--- config.mk ---
export PLATFORM = sky130hd
export DESIGN_NAME = ead_decoder
export DESIGN_NICKNAME = d
export VERILOG_FILES = /design/src/hdl/ead_pkg.sv /design/src/hdl/ead_decoder.sv
export SDC_FILE = /design/constraint.sdc
export NUM_CORES = 1
export LEC_CHECK = 0
export ABC_AREA = 1
export CAP_MARGIN = 30
export CORE_AREA = 2 2 106 108
export DETAILED_ROUTE_END_ITERATION = 10
export DIE_AREA = 0 0 108 110
export DONT_BUFFER_PORTS = 1
export MAX_ROUTING_LAYER = met4
export PLACE_DENSITY = 0.77
export SYNTH_ARGS = -nofsm -noshare
export SYNTH_HDL_FRONTEND = slang
export SYNTH_SLANG_ARGS = --single-unit
--- constraint.sdc ---
create_clock -name CLK_SYS -period 6.1 [get_ports CLK_SYS]
set_input_delay 1.22 -clock CLK_SYS [delete_from_list [all_inputs] [get_ports CLK_SYS]]
set_output_delay 1.22 -clock CLK_SYS [all_outputs]
set_load 0.01 [all_outputs]
--- src/hdl/ead_pkg.sv ---
`default_nettype none
package ead_pkg;

	// physical address field that picks the area
	localparam int AREA_HI = 28;
	localparam int AREA_LO = 26;
	localparam int CARD_IO_BIT = 25;
	localparam int OFFSET_W = 26;
	localparam int NUM_AREAS = 7;

	localparam logic [2:0] AREA_0 = 3'h0;
	localparam logic [2:0] AREA_1 = 3'h1;
	localparam logic [2:0] AREA_2 = 3'h2;
	localparam logic [2:0] AREA_3 = 3'h3;
	localparam logic [2:0] AREA_4 = 3'h4;
	localparam logic [2:0] AREA_5 = 3'h5;
	localparam logic [2:0] AREA_6 = 3'h6;
	localparam logic [2:0] AREA_INTERNAL = 3'h7;

	// bus width codes: width bytes = 1 << (code - 1)
	localparam logic [1:0] WID_RSV = 2'h0;
	localparam logic [1:0] WID_8 = 2'h1;
	localparam logic [1:0] WID_16 = 2'h2;
	localparam logic [1:0] WID_32 = 2'h3;

	// access size codes; a line is a 16-byte burst
	localparam logic [1:0] SZ_BYTE = 2'h0;
	localparam logic [1:0] SZ_WORD = 2'h1;
	localparam logic [1:0] SZ_LONG = 2'h2;
	localparam logic [1:0] SZ_LINE = 2'h3;
	localparam logic [2:0] LINE_LOG = 3'h4;

	// memory kind of areas 2 and 3
	localparam logic [1:0] MEM_NORMAL = 2'h0;
	localparam logic [1:0] MEM_DRAM = 2'h1;
	localparam logic [1:0] MEM_SDRAM = 2'h2;
	localparam logic [1:0] MEM_PSRAM = 2'h3;

	// three-bit wait code to wait cycles, 0 to 10
	localparam logic [3:0] WAIT_LUT [8] = '{4'h0, 4'h1, 4'h2, 4'h3, 4'h4, 4'h6, 4'h8, 4'hA};
	localparam logic [3:0] BEAT_BASE = 4'h2;
	localparam int BURST_PITCH_MIN = 2;
	localparam int BURST_PITCH_MAX = 10;
	localparam logic [4:0] ROW_SHIFT_BASE = 5'h08;

	typedef enum logic [5:0] {
		EAD_IDLE = 6'h01,
		EAD_SETUP = 6'h02,
		EAD_T1 = 6'h04,
		EAD_TW = 6'h08,
		EAD_T2 = 6'h10,
		EAD_HOLD = 6'h20
	} ead_state_t;

	typedef struct packed {
		logic [31:0] addr;
		logic write;
		logic [1:0] size;
	} ead_req_t;

	typedef struct packed {
		logic [2:0] area0_wait_count;
		logic [1:0] area12_wait_count;
		logic [1:0] area3_wait_count;
		logic [2:0] area4_wait_count;
		logic [2:0] area5_wait_count;
		logic [2:0] area6_wait_count;
		logic [1:0] area1_width_sel;
		logic [1:0] area2_width_sel;
		logic [1:0] area3_width_sel;
		logic [1:0] area4_width_sel;
		logic [1:0] area5_width_sel;
		logic [1:0] area6_width_sel;
		logic [1:0] area2_type;
		logic [1:0] area3_type;
		logic area5_card;
		logic area6_card;
		logic area0_burst_rom;
		logic area5_burst_rom;
		logic area6_burst_rom;
		logic memctl_size_bit;
		logic [1:0] area2_amx;
		logic [1:0] area3_amx;
		logic [1:0] area5_setup_delay;
		logic [1:0] area5_hold_delay;
		logic [1:0] area6_setup_delay;
		logic [1:0] area6_hold_delay;
	} ead_cfg_t;

	typedef struct packed {
		logic [6:0] area_select_n;
		logic read_strobe_n;
		logic [3:0] byte_write_strobe_n;
		logic rd_wr;
		logic area2_row_strobe_n;
		logic area2_col_strobe_hi_n;
		logic area2_col_strobe_lo_n;
		logic row_strobe_n;
		logic col_strobe_n;
		logic [3:0] col_strobe_byte_n;
		logic [3:0] byte_mask;
		logic output_enable_refresh_n;
		logic card_enable_low_n;
		logic card_enable_high_n;
		logic area6_card_enable_low_n;
		logic area6_card_enable_high_n;
		logic card_oe_n;
		logic card_we_n;
		logic card_io_read_n;
		logic card_io_write_n;
	} ead_strobe_t;

endpackage
`default_nettype wire

--- src/hdl/ead_decoder.sv ---
`timescale 1ns/1ns
`default_nettype none
module ead_decoder
	import ead_pkg::*;
#(
	parameter int BURST_MIN_PITCH = BURST_PITCH_MIN
) (
	input wire logic CLK_SYS,
	input wire logic RST_N,
	input wire logic REQ_VALID,
	output logic REQ_READY,
	input wire ead_req_t REQ,
	input wire ead_cfg_t CFG,
	input wire logic BOOT_WIDTH_PIN_A,
	input wire logic BOOT_WIDTH_PIN_B,
	input wire logic WAIT_N,
	output ead_strobe_t STROBES,
	output logic [OFFSET_W-1:0] BUS_ADDR,
	output logic [1:0] BUS_WIDTH,
	output logic BEAT_DONE,
	output logic XFER_DONE,
	output logic RANGE_FAULT
);

	if (BURST_MIN_PITCH < BURST_PITCH_MIN || BURST_MIN_PITCH > BURST_PITCH_MAX) begin : g_chk
		$error("burst pitch minimum out of range");
	end

	function automatic logic f_card(input logic [2:0] a, input ead_cfg_t c);
		return (a == AREA_5 && c.area5_card) || (a == AREA_6 && c.area6_card);
	endfunction

	function automatic logic [1:0] f_type(input logic [2:0] a, input ead_cfg_t c);
		logic [1:0] t;
		t = MEM_NORMAL;
		if (a == AREA_2) begin
			t = c.area2_type;
		end else if (a == AREA_3) begin
			t = c.area3_type;
		end
		return t;
	endfunction

	function automatic logic [1:0] f_width(input logic [2:0] a, input ead_cfg_t c,
		input logic [1:0] boot);
		logic [1:0] w;
		logic [1:0] big;
		big = c.memctl_size_bit ? WID_32 : WID_16;
		case (a)
			AREA_0: w = boot;
			AREA_1: w = c.area1_width_sel;
			AREA_2: w = (c.area2_type == MEM_NORMAL) ? c.area2_width_sel :
				(c.area2_type == MEM_DRAM) ? WID_16 : big;
			AREA_3: w = (c.area2_type == MEM_DRAM) ? WID_16 :
				(c.area3_type == MEM_NORMAL) ? c.area3_width_sel : big;
			AREA_4: w = c.area4_width_sel;
			AREA_5: w = c.area5_width_sel;
			AREA_6: w = c.area6_width_sel;
			default: w = WID_32;
		endcase
		if (w == WID_RSV) begin
			w = WID_32;
		end
		if (f_card(a, c) && w == WID_32) begin
			w = WID_16;
		end
		return w;
	endfunction

	function automatic logic [3:0] f_waits(input logic [2:0] a, input ead_cfg_t c);
		logic [3:0] n;
		case (a)
			AREA_0: n = WAIT_LUT[c.area0_wait_count];
			AREA_1, AREA_2: n = {2'h0, c.area12_wait_count};
			AREA_3: n = {2'h0, c.area3_wait_count};
			AREA_4: n = WAIT_LUT[c.area4_wait_count];
			AREA_5: n = WAIT_LUT[c.area5_wait_count];
			AREA_6: n = WAIT_LUT[c.area6_wait_count];
			default: n = 4'h0;
		endcase
		return n;
	endfunction

	function automatic logic f_burst_rom(input logic [2:0] a, input ead_cfg_t c);
		return (a == AREA_0 && c.area0_burst_rom) ||
			(a == AREA_5 && c.area5_burst_rom && !c.area5_card) ||
			(a == AREA_6 && c.area6_burst_rom && !c.area6_card);
	endfunction

	function automatic logic [2:0] f_size_log(input logic [1:0] s);
		return (s == SZ_LINE) ? LINE_LOG : {1'b0, s};
	endfunction

	// beats needed minus one when the access is wider than the port
	function automatic logic [3:0] f_beats(input logic [1:0] s, input logic [1:0] w);
		logic [2:0] bl;
		logic [2:0] wl;
		logic [4:0] n;
		bl = f_size_log(s);
		wl = {1'b0, w} - 3'h1;
		n = 5'h00;
		if (bl > wl) begin
			n = (5'h01 << (bl - wl)) - 5'h01;
		end
		return n[3:0];
	endfunction

	// byte lanes of one beat; an 8-bit port always lands on lane 0
	function automatic logic [3:0] f_lanes(input logic [1:0] s, input logic [1:0] w,
		input logic [1:0] ad);
		logic [2:0] bl;
		logic [2:0] wl;
		logic [2:0] nb;
		logic [2:0] base;
		logic [7:0] m;
		bl = f_size_log(s);
		wl = {1'b0, w} - 3'h1;
		if (bl > wl) begin
			bl = wl;
		end
		nb = 3'h1 << bl;
		base = {1'b0, ad} & ((3'h1 << wl) - 3'h1) & ~(nb - 3'h1);
		m = ((8'h01 << nb) - 8'h01) << base;
		return m[3:0];
	endfunction

	function automatic logic f_dram_kind(input logic [2:0] a, input ead_cfg_t c);
		logic [1:0] t;
		t = f_type(a, c);
		return t == MEM_DRAM || t == MEM_SDRAM;
	endfunction

	ead_state_t st, next_st;
	logic [2:0] area, next_area;
	logic [OFFSET_W-1:0] addr, next_addr;
	logic [OFFSET_W-1:0] next_bus_addr;
	logic write, next_write;
	logic [1:0] size, next_size;
	logic [1:0] width, next_width;
	logic [3:0] beats, next_beats;
	logic [3:0] waits, next_waits;
	logic [1:0] cnt, next_cnt;
	logic io_cyc, next_io_cyc;
	logic next_beat_done, next_xfer_done, next_fault;
	logic [1:0] boot_width;
	logic [2:0] req_area;
	logic wait_ok;
	logic [3:0] pitch_w;
	logic [3:0] burst_w;

	assign req_area = REQ.addr[AREA_HI:AREA_LO];
	assign wait_ok = f_type(area, CFG) == MEM_NORMAL;
	assign pitch_w = (f_waits(area, CFG) > 4'(BURST_MIN_PITCH)) ?
		f_waits(area, CFG) : 4'(BURST_MIN_PITCH);
	assign burst_w = pitch_w - BEAT_BASE;
	assign REQ_READY = st == EAD_IDLE;

	// mode pins are caught while reset is held
	always_ff @(posedge CLK_SYS) begin
		if (!RST_N) begin
			boot_width <= {BOOT_WIDTH_PIN_B, BOOT_WIDTH_PIN_A};
		end
	end

	always_comb begin
		next_st = st;
		next_area = area;
		next_addr = addr;
		next_write = write;
		next_size = size;
		next_width = width;
		next_beats = beats;
		next_waits = waits;
		next_cnt = cnt;
		next_io_cyc = io_cyc;
		next_beat_done = 1'b0;
		next_xfer_done = 1'b0;
		next_fault = 1'b0;
		unique case (st)
			EAD_IDLE: begin
				if (REQ_VALID) begin
					next_area = req_area;
					next_addr = REQ.addr[OFFSET_W-1:0];
					next_write = REQ.write;
					next_size = REQ.size;
					next_width = f_width(req_area, CFG, boot_width);
					next_beats = f_beats(REQ.size, next_width);
					next_waits = f_waits(req_area, CFG);
					next_io_cyc = req_area == AREA_6 && CFG.area6_card &&
						REQ.addr[CARD_IO_BIT];
					if (req_area == AREA_INTERNAL) begin
						next_xfer_done = 1'b1;
					end else if (req_area == AREA_5 && CFG.area5_card &&
						REQ.addr[CARD_IO_BIT]) begin
						next_xfer_done = 1'b1;
						next_fault = 1'b1;
					end else if (f_card(req_area, CFG)) begin
						next_st = EAD_SETUP;
						next_cnt = (req_area == AREA_5) ? CFG.area5_setup_delay :
							CFG.area6_setup_delay;
					end else begin
						next_st = EAD_T1;
					end
				end
			end
			EAD_SETUP: begin
				if (cnt == 2'h0) begin
					next_st = EAD_T1;
				end else begin
					next_cnt = cnt - 2'h1;
				end
			end
			EAD_T1: begin
				next_st = (waits == 4'h0) ? EAD_T2 : EAD_TW;
			end
			EAD_TW: begin
				if (waits > 4'h1) begin
					next_waits = waits - 4'h1;
				end else if (!(wait_ok && !WAIT_N)) begin
					next_st = EAD_T2;
				end
			end
			EAD_T2: begin
				next_beat_done = 1'b1;
				if (beats != 4'h0) begin
					next_beats = beats - 4'h1;
					next_addr = addr + (OFFSET_W'(1) << (width - 2'h1));
					next_waits = (f_burst_rom(area, CFG) && size == SZ_LINE) ?
						burst_w : f_waits(area, CFG);
					next_st = EAD_T1;
				end else if (f_card(area, CFG)) begin
					next_st = EAD_HOLD;
					next_cnt = (area == AREA_5) ? CFG.area5_hold_delay :
						CFG.area6_hold_delay;
				end else begin
					next_st = EAD_IDLE;
					next_xfer_done = 1'b1;
				end
			end
			EAD_HOLD: begin
				if (cnt == 2'h0) begin
					next_st = EAD_IDLE;
					next_xfer_done = 1'b1;
				end else begin
					next_cnt = cnt - 2'h1;
				end
			end
			default: begin
				next_st = EAD_IDLE;
			end
		endcase
		// row address on A15..A1 for the first cycle of a DRAM beat
		next_bus_addr = next_addr;
		if (next_st == EAD_T1 && f_dram_kind(next_area, CFG)) begin
			next_bus_addr[15:1] = 15'(next_addr >> (ROW_SHIFT_BASE +
				{3'h0, (next_area == AREA_2 && CFG.area2_type == MEM_DRAM) ?
				CFG.area2_amx : CFG.area3_amx}));
		end
	end

	always_ff @(posedge CLK_SYS) begin
		if (!RST_N) begin
			st <= EAD_IDLE;
			area <= AREA_0;
			addr <= '0;
			write <= 1'b0;
			size <= SZ_BYTE;
			width <= WID_32;
			beats <= 4'h0;
			waits <= 4'h0;
			cnt <= 2'h0;
			io_cyc <= 1'b0;
			BUS_ADDR <= '0;
			BEAT_DONE <= 1'b0;
			XFER_DONE <= 1'b0;
			RANGE_FAULT <= 1'b0;
		end else begin
			st <= next_st;
			area <= next_area;
			addr <= next_addr;
			write <= next_write;
			size <= next_size;
			width <= next_width;
			beats <= next_beats;
			waits <= next_waits;
			cnt <= next_cnt;
			io_cyc <= next_io_cyc;
			BUS_ADDR <= next_bus_addr;
			BEAT_DONE <= next_beat_done;
			XFER_DONE <= next_xfer_done;
			RANGE_FAULT <= next_fault;
		end
	end

	assign BUS_WIDTH = width;

	logic act, cyc, card, rd, wr, col_ph;
	logic [1:0] mtype;
	logic [3:0] lanes;
	logic [6:0] sel_n;

	assign act = st == EAD_T1 || st == EAD_TW || st == EAD_T2;
	assign cyc = act || st == EAD_SETUP || st == EAD_HOLD;
	assign col_ph = st == EAD_TW || st == EAD_T2;
	assign card = f_card(area, CFG);
	assign mtype = f_type(area, CFG);
	assign rd = act && !write;
	assign wr = act && write;
	assign lanes = f_lanes(size, width, addr[1:0]);

	for (genvar i = 0; i < NUM_AREAS; i++) begin : g_sel
		assign sel_n[i] = !(act && area == 3'(i) && !card);
	end

	always_comb begin
		STROBES = '1;
		STROBES.rd_wr = !wr;
		STROBES.byte_mask = 4'h0;
		STROBES.area_select_n = sel_n;
		if (!card && mtype == MEM_NORMAL) begin
			STROBES.read_strobe_n = !rd;
			STROBES.byte_write_strobe_n = ~(lanes & {4{wr}});
		end
		if (mtype == MEM_PSRAM) begin
			STROBES.output_enable_refresh_n = !rd;
			STROBES.byte_write_strobe_n = ~(lanes & {4{wr}});
		end
		if (mtype == MEM_DRAM && area == AREA_2) begin
			STROBES.area2_row_strobe_n = !act;
			STROBES.area2_col_strobe_hi_n = !(col_ph && lanes[1]);
			STROBES.area2_col_strobe_lo_n = !(col_ph && lanes[0]);
		end
		if (mtype == MEM_DRAM && area == AREA_3) begin
			STROBES.row_strobe_n = !act;
			STROBES.col_strobe_byte_n = ~(lanes & {4{col_ph}});
		end
		if (mtype == MEM_SDRAM) begin
			STROBES.row_strobe_n = !(st == EAD_T1);
			STROBES.col_strobe_n = !col_ph;
			STROBES.byte_mask = ~lanes & {4{act}};
		end
		if (card && area == AREA_5) begin
			STROBES.card_enable_low_n = !cyc;
			STROBES.card_enable_high_n = !cyc;
			STROBES.card_oe_n = !rd;
			STROBES.card_we_n = !wr;
		end
		if (card && area == AREA_6) begin
			STROBES.area6_card_enable_low_n = !cyc;
			STROBES.area6_card_enable_high_n = !cyc;
			STROBES.card_oe_n = !(rd && !io_cyc);
			STROBES.byte_write_strobe_n[1] = !(wr && !io_cyc);
			STROBES.card_io_read_n = !(rd && io_cyc);
			STROBES.card_io_write_n = !(wr && io_cyc);
		end
	end
endmodule
`default_nettype wire

==> impl_metrics.csv, run 1 <==
group,metric,value,unit
final_layout,drive_gt1_share,5.87,%
die,rows,38,
routing,drc_errors,0,
final_layout,fin_nets,1224,
power,p_comb_share,43.7,%
grt,antenna_found_initial,0,
yosys,seq_area_frac_synth,22.0,%
grt,grt_use_total,33.8,%
critical_path,cp_num_buf_inv,3,
yosys,synth_common_cells,"nand2_1, inv_1, nand3_1",
grt,grt_pass1_wl,30500,um
power,pwr-share-clk,24.1,%
sta,period_minus_slack,5.15,ns
placement,place.gp.congestion,0.941,
critical_path,slowest_stage,"dfxtp_1",
grt,grt-busiest-layer,"met2",
placement,io_buffers,0,
critical_path,ff2ff_setup_slack,2.55,ns
sta,slew_headroom,55.5,%
die,die_y,110,um
yosys,syn_avg_cell_area,5.84,um2
status,status,"finished, final reports clean",
die,initial_core_util,61.3,%
sta,finClkSkew,0.0113,ns
yosys,synthesis.nets,1244,
critical_path,critical_path_depth,14,
placement,dp.cells,1232,
critical_path,critPathRequiredTime,4.88,ns
grt,grt_pass1_vias,6308,
critical_path,path_class,"reg -> out",
sta,worstMarginPinSlew,0.666,ns
critical_path,reg2reg_from,"boot_width[0]$_DFFE_PN_",
grt,use_met3,8.64,%
power,p_seq_share,32.2,%
final_layout,fillers,1121,
final_layout,stdcell_area,0.00674,mm2
sta,rsz0062_at_grt,"false",
clock_tree,path_clk_slew,0.07,ns
yosys,synth-edff-count,2,
die,core_area,0.0107,mm2
placement,dp_hpwl,14900,um
critical_path,max_stage_delay,0.47,ns
clock_tree,post_cts_buffers,0,
yosys,synthFlopType,"dfxtp_1",
sta,finalSetupViolCount,0,
critical_path,cp-end-kind,"output port",
yosys,synth_top_area_share,21.1,%
die,dieArea,0.0119,mm2
clock_tree,cts.htree.levels,3,
power,swShare,43.8,%
yosys,syn_inst,1123,
grt,grt_remaining_overflow,0,
min_path,worstHoldPathType,"reg -> reg",
clock_tree,cts-root-buf,"clkbuf_8",
power,power_density,266,mW/mm2
sta,fin_setup_tns,0,ns
critical_path,ff2ff_path_depth,16,
final_layout,finalNonFillerCells,1248,
routing,dr.pass1.iters,5,
clock_tree,clkSinkCount,71,
final_layout,regArea,0.00144,mm2
clock_tree,cts_tree,"yes",
critical_path,path_max_fanout,5,
routing,wl_per_cell,15.5,um
min_path,min_from,"cnt[1]$_SDFFE_PN0P_",
yosys,yosysMostFrequentCell,"nand2_1",
grt,use_met2,48.7,%
yosys,ys_ff_latch,71,
clock_tree,cts_resized,0,
yosys,yosys.area.top_type,"dfxtp_1",
sta,final_max_slew_viol_count,0,
sta,finalHoldViolations,0,
final_layout,area_delta_synth_final,2.86,%
routing,routed-via-count,7230,
clock_tree,clockBufferDepth,2,
clock_tree,postCtsHoldBufs,0,
min_path,whs_endpoint,"cnt[1]$_SDFFE_PN0P_",
power,power.switching,786,uW
final_layout,multi_input_area,0.00416,mm2
routing,drt-vias-per-instance,5.79,
power,p_int,1010,uW
critical_path,path_delay_family,"simple AND/OR/NAND/NOR gates",
yosys,yosys.cell_types.count,54,
yosys,syn_area,0.00656,mm2
die,die_width,108,um
clock_tree,numCtsBuffers,9,
final_layout,n_antenna_cell,0,
critical_path,crit_arrival,3.93,ns
critical_path,rr_endpoint,"beats[1]$_SDFFE_PN0P_",
sta,fmax,194,MHz
routing,drtIter0Drc,667,
grt,use_met1,47.2,%
die,io_pins,158,
yosys,async_flop_share,0,%
sta,period_share,84.5,%
power,finalPower,1790,uW
grt,grt_max_degree,38,
routing,wl,19300,um
placement,placement.cell_area,0.00652,mm2
run,drv_cap,0,
critical_path,crit_chain,"inv_1 > ha_1 > ha_1 > nand3b_1 > nand2_1 > nand2_1 > o21ai_0 > inv_1 > nor2_1 > ha_1 > nor3_1 > inv_1 > o21ai_0 > nand2_1",
min_path,min_path_cells,2,
yosys,synth.area.top_cells,"dfxtp_1, nand2_1, inv_1, nand3_1, nor2_1",
clock_tree,clock_latency,0.37,ns
critical_path,cp-start-kind,"flip-flop",
yosys,yosys_warnings,0,
power,ir_worst_vdd,0.182,mV
power,total_leakage_power,0.00331,uW
routing,ant_nets,0,
==> metrics by stage <==
stage	hold slack, ns	util (%)	setup slack, ns
2_1_floorplan	0.443	-	1.83
3_3_place_gp	0.463	60.9	1.24
3_5_place_dp	0.466	60.9	1.26
4_1_cts	0.476	63.0	0.954
5_1_grt	0.511	63.0	0.601
6_report	0.478	63.0	0.947
==> registers in the layout (all words and copies together), names as in the netlist, 2 cells and up, named ones only <==
register,cells
BUS_ADDR,25
BUS_WIDTH,2
addr,15
area,3
beats,4
boot_width,2
cnt,2
size,2
st,6
waits,4
==> metal layers <==
metal	vias to the layer above	share of wire [%]
li1	3590	-
met1	3275	46
met5	-	0
met2	335	42
met4	0	1.6
met3	30	10
==> placed cells by master, fill, tap and decap left out, drive strengths merged, types with 2 or more instances in the layout <==
cell,instances
o221ai,2
nand3,133
clkbuf,12
nand2,325
fa,2
nand3b,5
dfxtp,69
nor4,3
edfxtp,2
nor3,22
buf,2
xnor2,5
clkinvlp,2
o211ai,6
clkinv,3
nand4,18
a211oi,5
or2,12
a32oi,2
o22ai,7
a22oi,5
xor2,2
a22o,2
nor2,116
a31oi,9
inv,189
o311ai,4
ha,28
a41oi,2
o21ai,61
a21oi,43
and2,2
==> worst min-delay path: cells and delay by family, from the launching register on <==
kind                   cells  cell delay [ns]
buffers and inverters      1             0.07
DFF                        1             0.30
AOI/OAI and AO/OA          1             0.07
==> cell families (layout without fill, tap and decap cells) <==
| logic type | count (synthesis) | count (layout) | share of synthesized area (%) |
|---|---|---|---|
| buffers and inverters | 224 | 209 | 14.5 |
| AOI/OAI and AO/OA | 155 | 155 | 14.0 |
| DFF | 71 | 71 | 22.0 |
| and+or+nand+nor | 636 | 636 | 42.6 |
| adders and majority gates | 30 | 30 | 5.95 |
| xor gates and xnor gates | 7 | 7 | 0.935 |
==> power by group through the flow <==
stage | logic (uW) | registers (uW) | clock network, uW
6_report | 784 | 578 | 432
5_1_grt | 896 | 585 | 454
4_1_cts | 771 | 577 | 433
3_5_place_dp | 767 | 587 | 0
3_3_place_gp | 749 | 587 | 0
2_1_floorplan | 630 | 570 | 0
==> layout make-up <==
class / instances / area share, %
multi-input combinational: 828 / 61.7
sequential: 71 / 21.4
inverter: 191 / 10.7
clock buffer: 12 / 2.62
tap: 140 / 2.60
clock inverter: 4 / 0.742
timing repair buffer: 2 / 0.223
==> worst max-delay path by stage <==
stage	startpoint	endpoint	slack, ns
2_1_floorplan	CFG[20]	beats[1]$_SDFFE_PN0P_	1.83
3_3_place_gp	REQ[29]	beats[1]$_SDFFE_PN0P_	1.24
3_5_place_dp	REQ[29]	beats[1]$_SDFFE_PN0P_	1.26
4_1_cts	BUS_WIDTH[0]$_SDFFE_PN1P_	STROBES[15]	0.95
5_1_grt	BUS_WIDTH[0]$_SDFFE_PN1P_	STROBES[25]	0.60
6_report	BUS_WIDTH[0]$_SDFFE_PN1P_	STROBES[15]	0.95
(Power assumes the default switching activity.)
==> run 2: changes to the inputs <==
--- a/config.mk
+++ b/config.mk
@@ -5,11 +5,11 @@
 export SDC_FILE = /design/constraint.sdc
 export NUM_CORES = 1
 export LEC_CHECK = 0
-export ABC_AREA = 1
+export ABC_AREA = 0
 export CAP_MARGIN = 30
-export CORE_AREA = 2 2 106 108
+export CORE_AREA = 2 2 104 106
 export DETAILED_ROUTE_END_ITERATION = 10
-export DIE_AREA = 0 0 108 110
+export DIE_AREA = 0 0 106 108
 export DONT_BUFFER_PORTS = 1
 export MAX_ROUTING_LAYER = met4
 export PLACE_DENSITY = 0.77
==> constraint.sdc (replaced) <==
create_clock -name CLK_SYS -period 4.9 [get_ports CLK_SYS]
set_input_delay 0.98 -clock CLK_SYS [delete_from_list [all_inputs] [get_ports CLK_SYS]]
set_output_delay 0.98 -clock CLK_SYS [all_outputs]
set_load 0.01 [all_outputs]
==> run 2 against run 1 <==
  * Sequential power rose by 27%
  * Non-clock buffer count rose by 11
  * Power rose by 18%
  * Largest power group unchanged
==> impl_metrics.csv, run 2 <==
group,metric,value,unit
critical_path,critPathRequiredTime,3.92,ns
yosys,ys_ff_latch,71,
power,ir_worst_vdd,0.292,mV
clock_tree,postCtsHoldBufs,0,
critical_path,rr_endpoint,"BUS_ADDR[6]$_SDFF_PN0_",
yosys,synth-edff-count,2,
final_layout,regMostFlops,"BUS_ADDR",
grt,grt_pass1_vias,6427,
die,dieArea,0.0114,mm2
sta,worstMarginPinSlew,0.998,ns
final_layout,fillers,912,
yosys,yosys.area.top_type,"dfxtp_1",
yosys,yosysMostFrequentCell,"nand2_1",
die,initial_core_util,62.1,%
grt,grt_use_total,38.1,%
placement,dp_hpwl,16400,um
critical_path,crit_chain,"inv_2 > ha_4 > ha_1 > nor2b_1 > o21ai_0 > nand2_1 > a41oi_1 > o22a_1 > ha_2 > a21boi_4 > inv_1 > ha_1 > nor2_1 > nand3_1 > mux2_2 > a31oi_4",
sta,finalSetupViolCount,0,
routing,drt-vias-per-instance,7.03,
routing,ant_nets,0,
sta,period_minus_slack,4.79,ns
die,rows,37,
final_layout,top_regs,"BUS_ADDR x25, addr x15, st x6",
sta,fmax,209,MHz
critical_path,cp-end-kind,"output port",
sta,finClkSkew,0.0103,ns
sta,fin_setup_tns,0,ns
die,io_pins,158,
routing,routed-via-count,6930,
min_path,min_path_cells,2,
sta,slew_headroom,32.9,%
critical_path,path_class,"reg -> out",
yosys,syn_inst,883,
final_layout,largest_reg_flops,25,
yosys,yosys.cell_types.count,83,
min_path,whs_endpoint,"write$_SDFFE_PN0P_",
power,power_density,322,mW/mm2
sta,finalHoldViolations,0,
min_path,min_from,"write$_SDFFE_PN0P_",
routing,wl_per_cell,22.3,um
yosys,synth_common_cells,"nand2_1, nor2_1, dfxtp_1",
critical_path,path_max_fanout,5,
clock_tree,clkSinkCount,71,
grt,grt_max_degree,33,
run,drv_cap,0,
yosys,seq_area_frac_synth,22.7,%
final_layout,fin_nets,965,
placement,place.gp.congestion,1.01,
yosys,yosys_warnings,0,
critical_path,max_stage_delay,0.34,ns
routing,drtIter0Drc,887,
sta,period_share,97.8,%
final_layout,mostFrequentLayoutCell,"nand2_1",
routing,wl,22000,um
grt,grt_remaining_overflow,0,
critical_path,cp-start-kind,"flip-flop",
yosys,syn_area,0.00635,mm2
yosys,synth_top_area_share,21.7,%
die,die_y,108,um
power,total_leakage_power,0.00251,uW
clock_tree,path_clk_slew,0.08,ns
yosys,async_flop_share,0,%
critical_path,ff2ff_path_depth,7,
yosys,synth.area.top_cells,"dfxtp_1, nand2_1, ha_1, nor2_1, o21ai_0",
clock_tree,post_cts_buffers,0,
clock_tree,clockBufferDepth,2,
routing,drc_errors,0,
grt,antenna_found_initial,1,
clock_tree,cts_tree,"yes",
final_layout,area_delta_synth_final,3.21,%
final_layout,drive_gt1_share,7.54,%
clock_tree,cts.htree.levels,3,
yosys,synthesis.nets,1004,
critical_path,reg2reg_from,"st[3]$_SDFF_PN0_",
yosys,synthFlopType,"dfxtp_1",
clock_tree,numCtsBuffers,9,
die,core_area,0.0102,mm2
final_layout,regArea,0.00144,mm2
status,status,"finished, final reports clean",
critical_path,ff2ff_setup_slack,1.29,ns
critical_path,cpMostUsedCell,"ha_1",
routing,dr.pass1.iters,7,
yosys,syn_avg_cell_area,7.20,um2
sta,final_max_slew_viol_count,0,
final_layout,multi_input_area,0.00454,mm2
die,die_width,106,um
final_layout,fin_util,64.1,%
critical_path,slowest_stage,"dfxtp_1",
clock_tree,clock_latency,0.36,ns
clock_tree,cts-root-buf,"clkbuf_8",
final_layout,mostFrequentLayoutCells,"nand2_1, nor2_1, dfxtp_1",
min_path,worstHoldPathType,"reg -> reg",
placement,io_buffers,0,
grt,grt_pass1_wl,33500,um
critical_path,crit_arrival,3.81,ns
-- run 2: changes by cell type in the layout (fill, tap and decap cells not counted), sizes merged, moves of 14 or more --
cell | before | now
nor2b | 0 | 15
mux2 | 0 | 14
inv | 189 | 30
nand3 | 133 | 42
nand2 | 325 | 113
nor2 | 116 | 94
mux2i | 0 | 21
-- run 2: what timing repair did --
item,4_1_cts,5_1_grt
gates resized for setup,4,7
setup endpoints to repair,10,10
pin swaps,0,0
-- run 2: layer usage --
metal  track usage, %  wire length (um)  up-vias
met3             11.5              2630       67
met1             46.4              8800     3240
met5                -                 0        -
li1                 -                 -     3172
met2             60.0              9930      451
met4             13.9               641        0
-- run 2: layout make-up --
cell class | instances | share of cell area, %
Antenna cell | 1 | 0.0382
Tap cell | 136 | 2.59
Multi-Input combinational cell | 719 | 69.3
Timing Repair Buffer | 13 | 1.49
Inverter | 30 | 1.72
Clock inverter | 6 | 0.935
Clock buffer | 10 | 1.95
Sequential cell | 71 | 22.0
-- run 2: logic make-up after synthesis --
kind of cell	share of synthesized area, %
and+or+nand+nor	31.6
buffers and inverters	6.54
muxes	6.52
DFF	22.7
AOI/OAI and AO/OA	24.7
xor gates and xnor gates	1.79
adders and majority gates	6.14
-- run 2: worst max path at each step --
| stage | slack [ns] | start | end |
|---|---|---|---|
| floorplan | 0.29 | BUS_WIDTH[0]$_SDFFE_PN1P_ | STROBES[12] |
| global placement | 0.34 | BUS_WIDTH[0]$_SDFFE_PN1P_ | STROBES[12] |
| detailed placement | 0.18 | BUS_WIDTH[0]$_SDFFE_PN1P_ | STROBES[12] |
| CTS | 0.03 | BUS_WIDTH[0]$_SDFFE_PN1P_ | STROBES[12] |
| global route | -0.14 | BUS_WIDTH[0]$_SDFFE_PN1P_ | STROBES[11] |
| finish | 0.11 | BUS_WIDTH[0]$_SDFFE_PN1P_ | STROBES[12] |
-- run 2: power by group --
group / internal (uW) / switching, uW
logic: 340 / 565
registers: 643 / 89.9
clock network: 233 / 239
total: 1220 / 894
-- run 2: through the flow --
step / worst slack, ns / total power (uW) / std cells / hold WS (ns) / cell area (um2)
global placement: 0.344 / 1540 / 969 / 0.466 / 6320
detailed placement: 0.184 / 1580 / 969 / 0.476 / 6320
CTS: 0.0316 / 2050 / 985 / 0.488 / 6520
finish: 0.106 / 2110 / 986 / 0.484 / 6560
global route: -0.142 / 2220 / 986 / 0.521 / 6560
floorplan: 0.287 / 1390 / 883 / 0.445 / 6350
-- run 2: critical path: cells and delay by family (launching register included) --
kind	cells	cell delay [ns]
flops	1	0.34
fa+ha+maj	4	0.99
mux	1	0.32
buf+inv	2	0.15
compound gates	5	1.14
simple gates	4	0.51
==> run 3: changes to the inputs <==
--- a/config.mk
+++ b/config.mk
@@ -11,7 +11,6 @@
 export DETAILED_ROUTE_END_ITERATION = 10
 export DIE_AREA = 0 0 106 108
 export DONT_BUFFER_PORTS = 1
-export MAX_ROUTING_LAYER = met4
 export PLACE_DENSITY = 0.77
 export SYNTH_ARGS = -nofsm -noshare
 export SYNTH_HDL_FRONTEND = slang
==> run 3 against run 2 <==
  * Clock skew hardly changed
  * Sequential power is essentially flat
  * Register-to-register slack improved by 0.07 ns
  * Sequential share of layout area decreased by 0.24 points
  * Via count rose by 0.26%
  * Critical endpoint is now STROBES[25]
  * Design area increased by 1.1%
  * Clock power is 9.7% higher
  * Critical path type unchanged
  * Highest routed layer unchanged
==> impl_metrics.csv, run 3 (synthesis gave the netlist of run 2 again) <==
group,metric,value,unit
status,status,"finished, final reports clean",
routing,dr.pass1.iters,6,
critical_path,cp-start-kind,"flip-flop",
power,total_leakage_power,0.00254,uW
critical_path,critical_path_depth,16,
final_layout,stdcell_area,0.00663,mm2
routing,routed-via-count,6948,
routing,wl_per_cell,22.1,um
critical_path,crit_arrival,3.76,ns
power,ir_worst_vdd,0.222,mV
routing,drc_errors,0,
die,io_pins,158,
sta,final_max_slew_viol_count,0,
clock_tree,cts-root-buf,"clkbuf_8",
power,finalPower,2190,uW
sta,worstMarginPinSlew,1.10,ns
die,dieArea,0.0114,mm2
die,rows,37,
final_layout,fin_nets,966,
placement,place.gp.congestion,1.01,
grt,grt_use_total,37.1,%
grt,grt_pass1_wl,33600,um
placement,dp.cells,969,
run,drv_cap,0,
clock_tree,cts_tree,"yes",
critical_path,cp_num_buf_inv,4,
min_path,worstHoldPathType,"reg -> reg",
critical_path,path_delay_family,"adder cells",
critical_path,ff2ff_path_depth,11,
final_layout,regMostFlops,"BUS_ADDR",
sta,finalSetupViolCount,0,
clock_tree,clkSinkCount,71,
placement,placement.cell_area,0.00632,mm2
routing,ant_nets,0,
final_layout,drive_gt1_share,8.71,%
clock_tree,clock_latency,0.36,ns
clock_tree,cts.htree.levels,3,
critical_path,path_max_fanout,6,
final_layout,multi_input_area,0.00458,mm2
critical_path,slowest_stage,"or3_1",
critical_path,max_stage_delay,0.39,ns
sta,slew_headroom,26.5,%
sta,period_share,96.7,%
min_path,min_path_cells,2,
grt,grt_max_degree,33,
critical_path,path_class,"reg -> out",
sta,period_minus_slack,4.74,ns
placement,io_buffers,0,
final_layout,top_regs,"BUS_ADDR x25, addr x15, st x6",
die,die_width,106,um
routing,drtIter0Drc,789,
final_layout,mostFrequentLayoutCells,"nand2_1, nor2_1, dfxtp_1",
die,initial_core_util,62.1,%
grt,grt_remaining_overflow,0,
sta,fmax,211,MHz
routing,wl,21800,um
final_layout,largest_reg_flops,25,
grt,antenna_found_initial,0,
sta,finalHoldViolations,0,
die,die_y,108,um
final_layout,finalNonFillerCells,986,
final_layout,n_antenna_cell,0,
final_layout,area_delta_synth_final,4.33,%
power,power_density,330,mW/mm2
routing,drt-vias-per-instance,7.05,
clock_tree,numCtsBuffers,9,
grt,grt_pass1_vias,6399,
sta,finClkSkew,0.0105,ns
final_layout,mostFrequentLayoutCell,"nand2_1",
placement,dp_hpwl,16300,um
critical_path,crit_chain,"inv_2 > ha_4 > inv_1 > ha_2 > nand3_2 > or3_1 > and4b_2 > inv_2 > ha_2 > a21boi_4 > inv_1 > ha_1 > nor2_2 > o21ai_0 > mux2i_1 > o21ai_1",
final_layout,regArea,0.00144,mm2
critical_path,cp-end-kind,"output port",
clock_tree,clockBufferDepth,2,
clock_tree,postCtsHoldBufs,0,
critical_path,critPathRequiredTime,3.92,ns
clock_tree,path_clk_slew,0.08,ns
die,core_area,0.0102,mm2
final_layout,fillers,926,
sta,hold_ws,0.477,ns
run 3: changes by cell type in the layout (fill, tap and decap cells not counted), moves of 2 or more:
cell / change
o21ai_1: +4
ha_1: -2
clkinv_1: -2
o21ai_0: -5
run 3: power by group:
| group | switching, uW | total (uW) | internal, uW |
|---|---|---|---|
| logic | 582 | 940 | 357 |
| clock network | 237 | 518 | 280 |
| registers | 89.6 | 732 | 643 |
run 3: path summary, 6_finish.rpt:
check	from	to	slack, ns
hold reg to reg	write$_SDFFE_PN0P_	write$_SDFFE_PN0P_	0.48
setup reg to reg	BUS_WIDTH[0]$_SDFFE_PN1P_	BUS_ADDR[5]$_SDFF_PN0_	1.36
hold / removal	write$_SDFFE_PN0P_	write$_SDFFE_PN0P_	0.48
setup / recovery	BUS_WIDTH[0]$_SDFFE_PN1P_	STROBES[25]	0.16
run 3: area by class of cell:
class                           instances  share of cell area (%)
Clock buffer                           12                    2.51
Clock inverter                          4                   0.774
Inverter                               30                    1.70
Multi-Input combinational cell        719                    69.1
Sequential cell                        71                    21.7
Tap cell                              136                    2.57
Timing Repair Buffer                   14                    1.59
run 3: routing by layer:
metal  vias to the layer above  GRT usage, %  part of all wire (%)
met5                         -             0                     0
li1                       3168             -                     -
met1                      3296          46.0                    40
met2                       420          61.3                    46
met4                         0          12.2                   2.8
met3                        64          12.1                    12
run 3: per-stage QoR:
step                utilization (%)  TNS (ns)  setup WS, ns
finish                         64.8         0         0.161
global route                   64.8   -0.0859       -0.0342
CTS                            64.1         0        0.0822
detailed placement             61.8         0         0.117
global placement               61.8         0         0.345
floorplan                         -         0         0.287
run 3: repair_timing:
| action | CTS | global route |
|---|---|---|
| setup endpoints to repair | 10 | 10 |
| setup buffers | 0 | 1 |
| pin swaps | 0 | 2 |
| endpoints found under the hold margin | 0 | 0 |
| resized for setup | 6 | 17 |
run 3: worst reg2reg max path: cells and delay by family, from the launching register on:
kind / cells / cell delay (ns)
AO/OA/AOI/OAI: 2 / 0.97
adder cells (fa/ha/maj): 3 / 0.87
AND/OR/NAND/NOR: 5 / 1.09
flip-flops: 1 / 0.33
buffers and inverters: 1 / 0.17
